--- config.mk ---
export PLATFORM = sky130hd
export DESIGN_NAME = smbus_control_status
export DESIGN_NICKNAME = d
export VERILOG_FILES = /design/src/shared/smbus_ctl_pkg.sv /design/src/hw/smbus_apb_slave.sv /design/src/hw/smbus_control_status.sv
export SDC_FILE = /design/constraint.sdc
export NUM_CORES = 1
export LEC_CHECK = 0
export BUFFER_PORTS_ARGS = -buffer_cell sky130_fd_sc_hd__buf_2
export CAP_MARGIN = 20
export CORE_MARGIN = 4
export CORE_UTILIZATION = 31
export DETAILED_ROUTE_END_ITERATION = 12
export PLACE_DENSITY = 0.85
export SLEW_MARGIN = 40
export SYNTH_ARGS = -nofsm -noshare
export SYNTH_HDL_FRONTEND = slang
export SYNTH_SLANG_ARGS = --single-unit
--- constraint.sdc ---
create_clock -name clk_sys_i -period 1.76 [get_ports clk_sys_i]
set_input_delay 0.264 -clock clk_sys_i [delete_from_list [all_inputs] [get_ports clk_sys_i]]
set_output_delay 0.264 -clock clk_sys_i [all_outputs]
set_load 0.005 [all_outputs]
--- src/shared/smbus_ctl_pkg.sv ---
/*
 * Constants for the second SMBus port control and status register:
 * register offset, bit positions, reset value and bus widths.
 * Assumes a 32-bit APB register bus with byte addressing.
 */
package smbus_ctl_pkg;

    // Bus geometry
    localparam int          APB_DATA_W = 32;
    localparam int          CTL_W      = 8;

    // Register map, byte address of the one control word
    localparam logic [11:0] CTL_OFFSET = 12'h000;

    // Field positions inside the control word
    localparam int          MASTER_BIT = 7;
    localparam int          TXMODE_BIT = 6;
    localparam int          START_BIT  = 5;
    localparam int          STOP_BIT   = 4;
    localparam int          ACKRQ_BIT  = 3;
    localparam int          ARB_BIT    = 2;
    localparam int          ACK_BIT    = 1;
    localparam int          IRQ_BIT    = 0;

    // Reset value of the whole control word
    localparam logic [7:0]  CTL_RESET  = 8'h00;

    // Level driven on the clock line while it is held
    localparam logic        SCL_HOLD_LEVEL = 1'b0;

endpackage : smbus_ctl_pkg

--- src/hw/smbus_apb_slave.sv ---
/*
 * Zero-wait APB slave for one control word.
 * Assumes a standard APB master; read data is captured in the
 * setup cycle so prdata comes from a flip-flop in the access cycle.
 */
module smbus_apb_slave
    import smbus_ctl_pkg::*;
#(
    parameter int ADDR_W = 12
) (
    // Clock and reset
    input  wire logic                                clk_sys_i,
    input  wire logic                                rst_b_i,
    // APB
    input  wire logic                                psel_i,
    input  wire logic                                penable_i,
    input  wire logic                                pwrite_i,
    input  wire logic [ADDR_W-1:0]                   paddr_i,
    input  wire logic [smbus_ctl_pkg::APB_DATA_W-1:0] pwdata_i,
    output logic      [smbus_ctl_pkg::APB_DATA_W-1:0] prdata_o,
    output logic                                     pready_o,
    output logic                                     pslverr_o,
    // Register side
    input  wire logic [smbus_ctl_pkg::CTL_W-1:0]     reg_rdata_i,
    output logic                                     reg_wr_o,
    output logic      [smbus_ctl_pkg::CTL_W-1:0]     reg_wdata_o
);
    import smbus_ctl_pkg::*;

    logic                  addr_hit;
    logic                  setup_rd;
    logic                  access;
    logic [APB_DATA_W-1:0] prdata_reg;

    // Decode; unmapped addresses answer with an error
    assign addr_hit    = (paddr_i == ADDR_W'(CTL_OFFSET));
    assign setup_rd    = psel_i & ~penable_i & ~pwrite_i;
    assign access      = psel_i & penable_i;
    assign pready_o    = 1'b1;
    assign pslverr_o   = access & ~addr_hit;
    assign reg_wr_o    = access & pwrite_i & addr_hit;
    assign reg_wdata_o = pwdata_i[CTL_W-1:0];
    assign prdata_o    = prdata_reg;

    // Capture read data at setup; upper bits read as zero
    always_ff @(posedge clk_sys_i) begin
        if (!rst_b_i) begin
            prdata_reg <= '0;
        end else if (setup_rd) begin
            prdata_reg <= addr_hit ? {{(APB_DATA_W-CTL_W){1'b0}}, reg_rdata_i} : '0;
        end
    end

endmodule : smbus_apb_slave

--- src/hw/smbus_control_status.sv ---
/*
 * Control and status register of the second SMBus port, with the
 * flag logic that ties software requests to the bit engine.
 * Assumes an external bit engine that reports bus events as one-cycle
 * pulses synchronous to clk_sys_i, and a 32-bit APB master.
 */
// Design decisions made here: the APB register port and the placing of the registers.
// Contract
// - Bit 7 reads one while bus master
// - Generating START sets master indicator
// - Bit 6 reads one while transmitting
// - Data write before frame sets transmit
// - Start flag reports starts; write requests START
// - Slave START plus address sets start flag
// - Stop flag: slave stop seen, master pending
// - Master stop write; cleared after STOP sent
// - Slave stop or stop arbitration sets flag
// - Acknowledge request on byte, software ack only
// - Unwanted repeated START loses arbitration
// - Clock low during STOP/restart loses arbitration
// - Data low while driving one loses
// - Ack bit reads sample, write selects reply
// - Hardware sets interrupt flag; software clears
// - Interrupt flag holds clock low, stalls
// - Write zero clears and advances; one forces
// - Hardware ack enable: auto ack, no request
module smbus_control_status
    import smbus_ctl_pkg::*;
#(
    parameter int ADDR_W = 12
) (
    // Clock and reset
    input  wire logic                                clk_sys_i,
    input  wire logic                                rst_b_i,
    // APB register bus
    input  wire logic                                psel_i,
    input  wire logic                                penable_i,
    input  wire logic                                pwrite_i,
    input  wire logic [ADDR_W-1:0]                   paddr_i,
    input  wire logic [smbus_ctl_pkg::APB_DATA_W-1:0] pwdata_i,
    output logic      [smbus_ctl_pkg::APB_DATA_W-1:0] prdata_o,
    output logic                                     pready_o,
    output logic                                     pslverr_o,
    // Sampled bus lines
    input  wire logic                                bus_clock_line_i,
    input  wire logic                                bus_data_line_i,
    // Bit engine events, one-cycle pulses
    input  wire logic                                start_generated_i,
    input  wire logic                                start_received_i,
    input  wire logic                                stop_generated_i,
    input  wire logic                                stop_detected_i,
    input  wire logic                                stop_arb_lost_i,
    input  wire logic                                rep_start_detected_i,
    input  wire logic                                byte_received_i,
    input  wire logic                                ack_sample_i,
    input  wire logic                                bit_sample_i,
    // Bit engine phase levels
    input  wire logic                                stop_rs_attempt_i,
    input  wire logic                                driving_one_i,
    input  wire logic                                ack_phase_i,
    input  wire logic                                frame_active_i,
    input  wire logic                                data_reg_written_i,
    input  wire logic                                hardware_acknowledge_enable_i,
    // Requests to the bit engine
    output logic                                     start_request_o,
    output logic                                     stop_request_o,
    output logic                                     ack_send_o,
    output logic                                     auto_ack_o,
    output logic                                     next_event_o,
    output logic                                     bus_stall_o,
    // Clock line pin
    output logic                                     bus_clock_line_o,
    output logic                                     bus_clock_line_oe_o
);
    import smbus_ctl_pkg::*;

    // Widths the decode cannot serve are refused
    if (ADDR_W < 3 || ADDR_W > 12) begin : g_bad_addr_w
        $error("ADDR_W must lie between 3 and 12");
    end

    logic             reg_wr;
    logic [CTL_W-1:0] reg_wdata;
    logic [CTL_W-1:0] ctl_rdata;

    logic master_reg,     master_next;
    logic txmode_reg,     txmode_next;
    logic start_flag_reg, start_flag_next;
    logic start_req_reg,  start_req_next;
    logic stop_flag_reg,  stop_flag_next;
    logic ackrq_reg,      ackrq_next;
    logic arb_reg,        arb_next;
    logic ack_reg,        ack_next;
    logic irq_reg,        irq_next;
    logic next_ev_reg,    next_ev_next;

    // Bus slave
    smbus_apb_slave #(
        .ADDR_W      (ADDR_W)
    ) u_apb (
        .clk_sys_i   (clk_sys_i),
        .rst_b_i     (rst_b_i),
        .psel_i      (psel_i),
        .penable_i   (penable_i),
        .pwrite_i    (pwrite_i),
        .paddr_i     (paddr_i),
        .pwdata_i    (pwdata_i),
        .prdata_o    (prdata_o),
        .pready_o    (pready_o),
        .pslverr_o   (pslverr_o),
        .reg_rdata_i (ctl_rdata),
        .reg_wr_o    (reg_wr),
        .reg_wdata_o (reg_wdata)
    );

    // Software write strobes per field
    logic wr_start1, wr_start0, wr_stop1, wr_stop0;
    logic wr_irq1, wr_irq0;
    assign wr_start1 = reg_wr & reg_wdata[START_BIT];
    assign wr_start0 = reg_wr & ~reg_wdata[START_BIT];
    assign wr_stop1  = reg_wr & reg_wdata[STOP_BIT] & master_reg;
    assign wr_stop0  = reg_wr & ~reg_wdata[STOP_BIT];
    assign wr_irq1   = reg_wr & reg_wdata[IRQ_BIT];
    assign wr_irq0   = reg_wr & ~reg_wdata[IRQ_BIT];

    // Arbitration loss causes
    logic rs_unwanted, scl_lost, sda_lost, arb_event;
    assign rs_unwanted = rep_start_detected_i & master_reg & ~start_flag_reg;
    assign scl_lost    = bit_sample_i & stop_rs_attempt_i & ~bus_clock_line_i;
    assign sda_lost    = bit_sample_i & driving_one_i & ~ack_phase_i
                       & ~bus_data_line_i;
    assign arb_event   = rs_unwanted | scl_lost | sda_lost | stop_arb_lost_i;

    // Events that raise the interrupt flag
    logic rx_byte_sw, hw_irq_set, irq_clear;
    assign rx_byte_sw  = byte_received_i & ~hardware_acknowledge_enable_i;
    assign hw_irq_set  = start_generated_i | start_received_i | stop_detected_i
                       | arb_event | rx_byte_sw | ack_sample_i;
    // Clearing only counts when no event lands in the same cycle
    assign irq_clear   = wr_irq0 & ~hw_irq_set;

    // Master and transmit indicators; hardware sets win
    assign master_next = start_generated_i ? 1'b1 :
                         (stop_generated_i | arb_event) ? 1'b0 : master_reg;
    assign txmode_next = (data_reg_written_i & ~frame_active_i) ? 1'b1 :
                         (start_received_i | arb_event) ? 1'b0 : txmode_reg;

    // Start flag and the separate request to the engine
    assign start_flag_next = (wr_start1 | start_received_i) ? 1'b1 :
                             wr_start0 ? 1'b0 : start_flag_reg;
    assign start_req_next  = wr_start1 ? 1'b1 :
                             start_generated_i ? 1'b0 : start_req_reg;

    // Stop flag: hardware clears it once the STOP is out
    assign stop_flag_next = (wr_stop1 | stop_detected_i | stop_arb_lost_i) ? 1'b1 :
                            (stop_generated_i | wr_stop0) ? 1'b0 : stop_flag_reg;

    // Request and arbitration flags live until the interrupt clears
    assign ackrq_next = rx_byte_sw ? 1'b1 : irq_clear ? 1'b0 : ackrq_reg;
    assign arb_next   = arb_event ? 1'b1 : irq_clear ? 1'b0 : arb_reg;

    // Ack bit: a sample overrides a write in the same cycle
    assign ack_next = ack_sample_i ? ~bus_data_line_i :
                      reg_wr ? reg_wdata[ACK_BIT] : ack_reg;

    // Interrupt flag: set wins over software clear
    assign irq_next     = (hw_irq_set | wr_irq1) ? 1'b1 :
                          irq_clear ? 1'b0 : irq_reg;
    assign next_ev_next = irq_clear & irq_reg;

    // Control word state, all zero after reset
    always_ff @(posedge clk_sys_i) begin
        if (!rst_b_i) begin
            {master_reg, txmode_reg, start_flag_reg, stop_flag_reg,
             ackrq_reg, arb_reg, ack_reg, irq_reg} <= CTL_RESET;
            start_req_reg <= 1'b0;
            next_ev_reg   <= 1'b0;
        end else begin
            master_reg     <= master_next;
            txmode_reg     <= txmode_next;
            start_flag_reg <= start_flag_next;
            stop_flag_reg  <= stop_flag_next;
            ackrq_reg      <= ackrq_next;
            arb_reg        <= arb_next;
            ack_reg        <= ack_next;
            irq_reg        <= irq_next;
            start_req_reg  <= start_req_next;
            next_ev_reg    <= next_ev_next;
        end
    end

    // Read view of the control word
    assign ctl_rdata = {master_reg, txmode_reg, start_flag_reg,
                        stop_flag_reg, ackrq_reg, arb_reg, ack_reg, irq_reg};

    // Engine requests; stop only counts while master
    assign start_request_o = start_req_reg;
    assign stop_request_o  = stop_flag_reg & master_reg;
    assign ack_send_o      = ack_reg;
    assign auto_ack_o      = hardware_acknowledge_enable_i;
    assign next_event_o    = next_ev_reg;

    // Holding the clock line low stalls every other party
    assign bus_stall_o         = irq_reg;
    assign bus_clock_line_o    = SCL_HOLD_LEVEL;
    assign bus_clock_line_oe_o = irq_reg;
endmodule : smbus_control_status

# Word-level counts from Yosys, hierarchy flattened
# Cells that the tools add are included.
[totals] regBits=42 latchBits=0 ramBits=0 rom_bits=0 inputBits=66 output_inout_bits=42 wordCells=91 memories=0
[op_classes] n_addsub=0 mul=0 n_div=0 magnitude_cmp=0 eq_ne=0 n_shift=0 mux=17 bitwise=53 n_reduce_logical=10
[ops] op="AND 1 bit" count=25
[ops] op="nonzero test 2 bit" count=9
[ops] op="2-to-1 mux 1 bit" count=16
[ops] op="bitwise OR 1 bit" count=15
[ops] op="inverter 1 bit" count=13
[ops] op="zero test 12 bit" count=1
[ops] op="2-to-1 mux 8 bit" count=1

# Logic depth before layout (Yosys ltp)
[depth] word_depth=12 depth_mapped=5 ltp_nobuf=4

# Cells and area by module
# A second synthesis with hierarchy kept.
[unflattened] hier_cells=115 area_unflattened_um2=1066.0
[modules_own_cells] module="smbus_apb_slave" instances=1 cells_per_inst=61 area_each_um2=581.8 seq_area_each_um2=160.2
[modules_own_cells] module="smbus_control_status" instances=1 cells_per_inst=54 area_each_um2=484.2 seq_area_each_um2=200.2

# Worst setup path before layout
# OpenSTA, ideal clock, no wires.
[synth_timing] path_type="input to register" startpoint="input paddr_i[3]" endpoint="register next_ev_reg, in the netlist next_event_o" setup_time_ns=0.061 arrival_time_ns=1.659 required_ns=1.699 path_slack_ns=0.040 stages=4 path_buffers=0 path_cell_list="or4_4 > nor4_4 > nor2b_1 > and4_1"
[synth_between] elab_chain_len=5
[synth_lines] item="from (decl)" line="smbus_control_status.sv:39" text="input wire logic [ADDR_W-1:0] paddr_i,"
[synth_lines] item="zero test 12 bit" line="smbus_apb_slave.sv:36" text="assign addr_hit = (paddr_i == ADDR_W'(CTL_OFFSET));"
[synth_lines] item="AND 1 bit" line="smbus_apb_slave.sv:41" text="assign reg_wr_o = access & pwrite_i & addr_hit;"
[synth_lines] item="AND 1 bit" line="smbus_control_status.sv:124" text="assign wr_irq0 = reg_wr & ~reg_wdata[IRQ_BIT];"
[synth_lines] item="AND 1 bit" line="smbus_control_status.sv:140" text="assign irq_clear = wr_irq0 & ~hw_irq_set;"
[synth_lines] item="AND 1 bit" line="smbus_control_status.sv:169" text="assign next_ev_next = irq_clear & irq_reg;"
[synth_lines] item="to (signal assigned)" line="smbus_control_status.sv:188" text="next_ev_reg <= next_ev_next;"
[synth_lines] item="to (decl)" line="smbus_control_status.sv:95" text="logic next_ev_reg, next_ev_next;"
# No other way between the ends.
# A chain may end at the register's enable or synchronous reset.

# Worst setup path in the final report
[layout_timing] startpoint="input paddr_i[3]" endpoint="output pslverr_o"
[layout_between] elab_chain_len=3
[layout_lines] item="zero test 12 bit" line="smbus_apb_slave.sv:36"
[layout_lines] item="inverter 1 bit" line="smbus_apb_slave.sv:40" text="assign pslverr_o = access & ~addr_hit;"
[layout_lines] item="AND 1 bit" line="smbus_apb_slave.sv:40"
[layout_lines] item="to (decl)" line="smbus_control_status.sv:43" text="output logic pslverr_o,"
# No other way between the ends.

==> qor.yml <==
power:
  p_total_uw: 784
  cellPowerDensity_nw_per_um2: 627
  total_leakage_power_uw: 0.000637
  vdd_drop_max_mv: 0.214
setup_path:
  max_stage_delay_ps: 550
  critical_path_arrival_ps: 1370
  critical-path-top-cell-by-count: "buf_2"
  worst_setup_path_start_kind: "input pin"
  cp_num_buf_inv: 2
  path_depth: 5
  reg2reg_setup_slack_ps: 510
  critPathTopFamily: "simple AND/OR/NAND/NOR gates"
  crit_path_top_delay_cell: "or4_4"
  category_of_the_worst_setup_path_capture_point: "primary output"
  timing_worst_setup_path_type: "input pin to primary output"
  worst-r2r-cell-count: 4
  path_cells: "buf_2 > or4_4 > nor3_2 > nor2_1 > buf_2"
  worst-endpoint-required_ps: 1500
  critPathMaxFanout: 3
logic_synthesis:
  netlist_area_sq_um: 990
  synth.ff_latch_count: 18
  syn-instance-count: 112
  synth-seq-area-share_pct: 36.4
  syn_avg_cell_area_sq_um: 8.84
  synth.yosys.warnings: 0
  synth_cell_type_count: 30
clock_network:
  worst_skew_pair.late_latency_ps: 280
  cts_made_buffers: 3
  ctsHtreeMaxLevel: 1
  clk_pin_slew_worst_paths_ps: 90
  root_buffer: "clkbuf_4"
  clock_tree_from_tritoncts: "yes"
  cts.path.max_buffers: 2
  numClockSinks: 18
min_path:
  whs_path_depth: 3
  hold_path_class: "input pin to register"
outcome:
  outcome: "completed"
detailed_routing:
  routed.top_layer: "met4"
  drtPass1Iterations: 3
  detailroute.wirelength.met2_mm: 1.11
  postRouteWirelength_mm: 2.14
  route.layer.met1.wl_um: 766
  drc: 0
  drtIter0Drc: 23
  avgRoutedWirePerCell_um: 10.1
  via_count: 892
  viasPerCell: 4.23
  dr_wl_met3_um: 225
  ant_nets: 0
grt:
  gr-usage-all-layers_pct: 9.41
  global_route_wire_length_before_repair_mm: 3.04
  grt_pass1_vias: 759
  grt_start_max_net_pins: 11
  overflow: 0
  grt_antenna_before_repair: 0
sta:
  final.period_utilization_pct: 92.8
  final-setup-viol-count: 0
  clock-skew-final_ps: 0.958
  slew_violations: 0
  timing.final.hold_violations: 0
  final.min_clock_period_ps: 1630
  achievable-frequency_mhz: 612
  setup-tns-final_ps: 0
  rsz0062_at_grt: "false"
finish:
  finish.utilization_pct: 40.9
  area_delta_synth_final_pct: 26.3
  largest_register_ff_count: 8
  final_layout_size_suffix_gt1_share_pct: 39.5
  layout.cells.non_filler: 211
  filler_cell_count: 329
  antenna-diode-count: 0
  design.final.nets: 234
floorplanning:
  boundaryPins: 108
  row_count: 20
  core_area_sq_um: 3050
  die_w_um: 64.5
  die_outline_area_sq_um: 4160
  die_span_y_um: 64.5
  initial_core_util_pct: 32.4
placed_design:
  io_buffer_count: 53
  post_place_cells: 207
  gp_routability_congestion: 0.681
  dpl.hpwl_mm: 1.88
run:
  max-cap-violations: 0
[power by group]
group	total [uW]	leakage, uW	internal [uW]	switching, uW
clock	242	0.0000210	126	116
sequential	429	0.000147	419	9.46
combinational	114	0.000469	55.2	58.7
[metal layers]
metal  vias up  GRT usage (%)
met5         -              0
met2        36           17.0
li1        452              -
met1       400           9.49
met3         4           2.95
met4         0           5.28
[cells in the final DEF, fill, tap and decap left out, types with 2 or more instances in the layout]
cell type | Yosys | routed
nor3_1 | 5 | 4
clkbuf_4 | 0 | 3
a31oi_1 | 2 | 2
or4_4 | 2 | 2
a21oi_1 | 5 | 5
and4_1 | 2 | 2
nand3_1 | 2 | 2
buf_4 | 28 | 3
nor3b_1 | 2 | 2
buf_2 | 0 | 53
a22o_1 | 7 | 7
dfxtp_1 | 18 | 18
a211oi_1 | 3 | 3
o21ai_0 | 2 | 2
nand2_1 | 3 | 3
conb_1 | 2 | 26
nor2_1 | 8 | 8
nor2b_1 | 4 | 4
inv_1 | 3 | 3
nand2b_1 | 2 | 2
[layout make-up]
| cell class | instances | area [sq um] | area share [%] |
|---|---|---|---|
| Inverter | 4 | 15.0 | 1.20 |
| Clock buffer | 4 | 36.3 | 2.90 |
| Multi-Input combinational cell | 85 | 495 | 39.6 |
| Timing Repair Buffer | 56 | 288 | 23.0 |
| Tap cell | 44 | 55.1 | 4.40 |
| Sequential cell | 18 | 360 | 28.8 |
[synthesized netlist by cell type (all sizes together)]
cell type,number,area (sq um)
clkinv,1,3.75
and3,1,6.26
a211oi,3,22.5
nand2,3,11.3
nand4b,1,8.76
a31oi,2,12.5
nor2,8,30.0
o21ai,2,10.0
nor2b,4,25.0
dfxtp,18,360
a21oi,5,25.0
conb,2,7.51
a22o,7,61.3
inv,3,11.3
nor3b,2,15.0
or2,1,6.26
or4,3,30.0
nand2b,2,12.5
a221oi,1,8.76
a41oi,1,8.76
a31o,1,8.76
mux2i,1,10.0
nor3,5,25.0
clkbuf,1,3.75
buf,28,210
nand3,2,10.0
and2,1,6.26
and4,2,17.5
nor4,1,21.3
[logic make-up after synthesis]
kind of cell | synth area share [%]
and+or+nand+nor | 22.8
other | 0.759
AOI/OAI and AO/OA | 15.9
muxes | 1.01
DFF | 36.4
buffers and inverters | 23.1
[final timing paths]
path / start / end
worst min register to register: arb_reg$_SDFFE_PN0P_ / u_apb.prdata_o[2]$_SDFFE_PN0P_
worst max-delay path: paddr_i[3] / pslverr_o
worst max register to register: start_flag_reg$_SDFFE_PN0P_ / next_event_o$_SDFF_PN0_
worst min-delay path: pwdata_i[5] / start_request_o$_SDFFE_PN0P_
[what timing repair did]
item                                    CTS  global route
endpoints found under the setup margin    0             1
resized for setup                         0             1
hold buffers                              0             0
buffers inserted                          0             0
[worst min-delay path: stages]
cell and delay, ps:
buf_2 80, a21oi_1 50, nor2_1 70
[per-stage QoR]
step	cell area, sq um	hold WS, ps	setup slack, ps
floorplan	1080	384	40.5
global placement	1210	449	-62.7
detailed placement	1210	453	-55.5
CTS	1240	216	35.8
global route	1250	232	92.7
finish	1250	222	127
(Power assumes the default switching activity.)
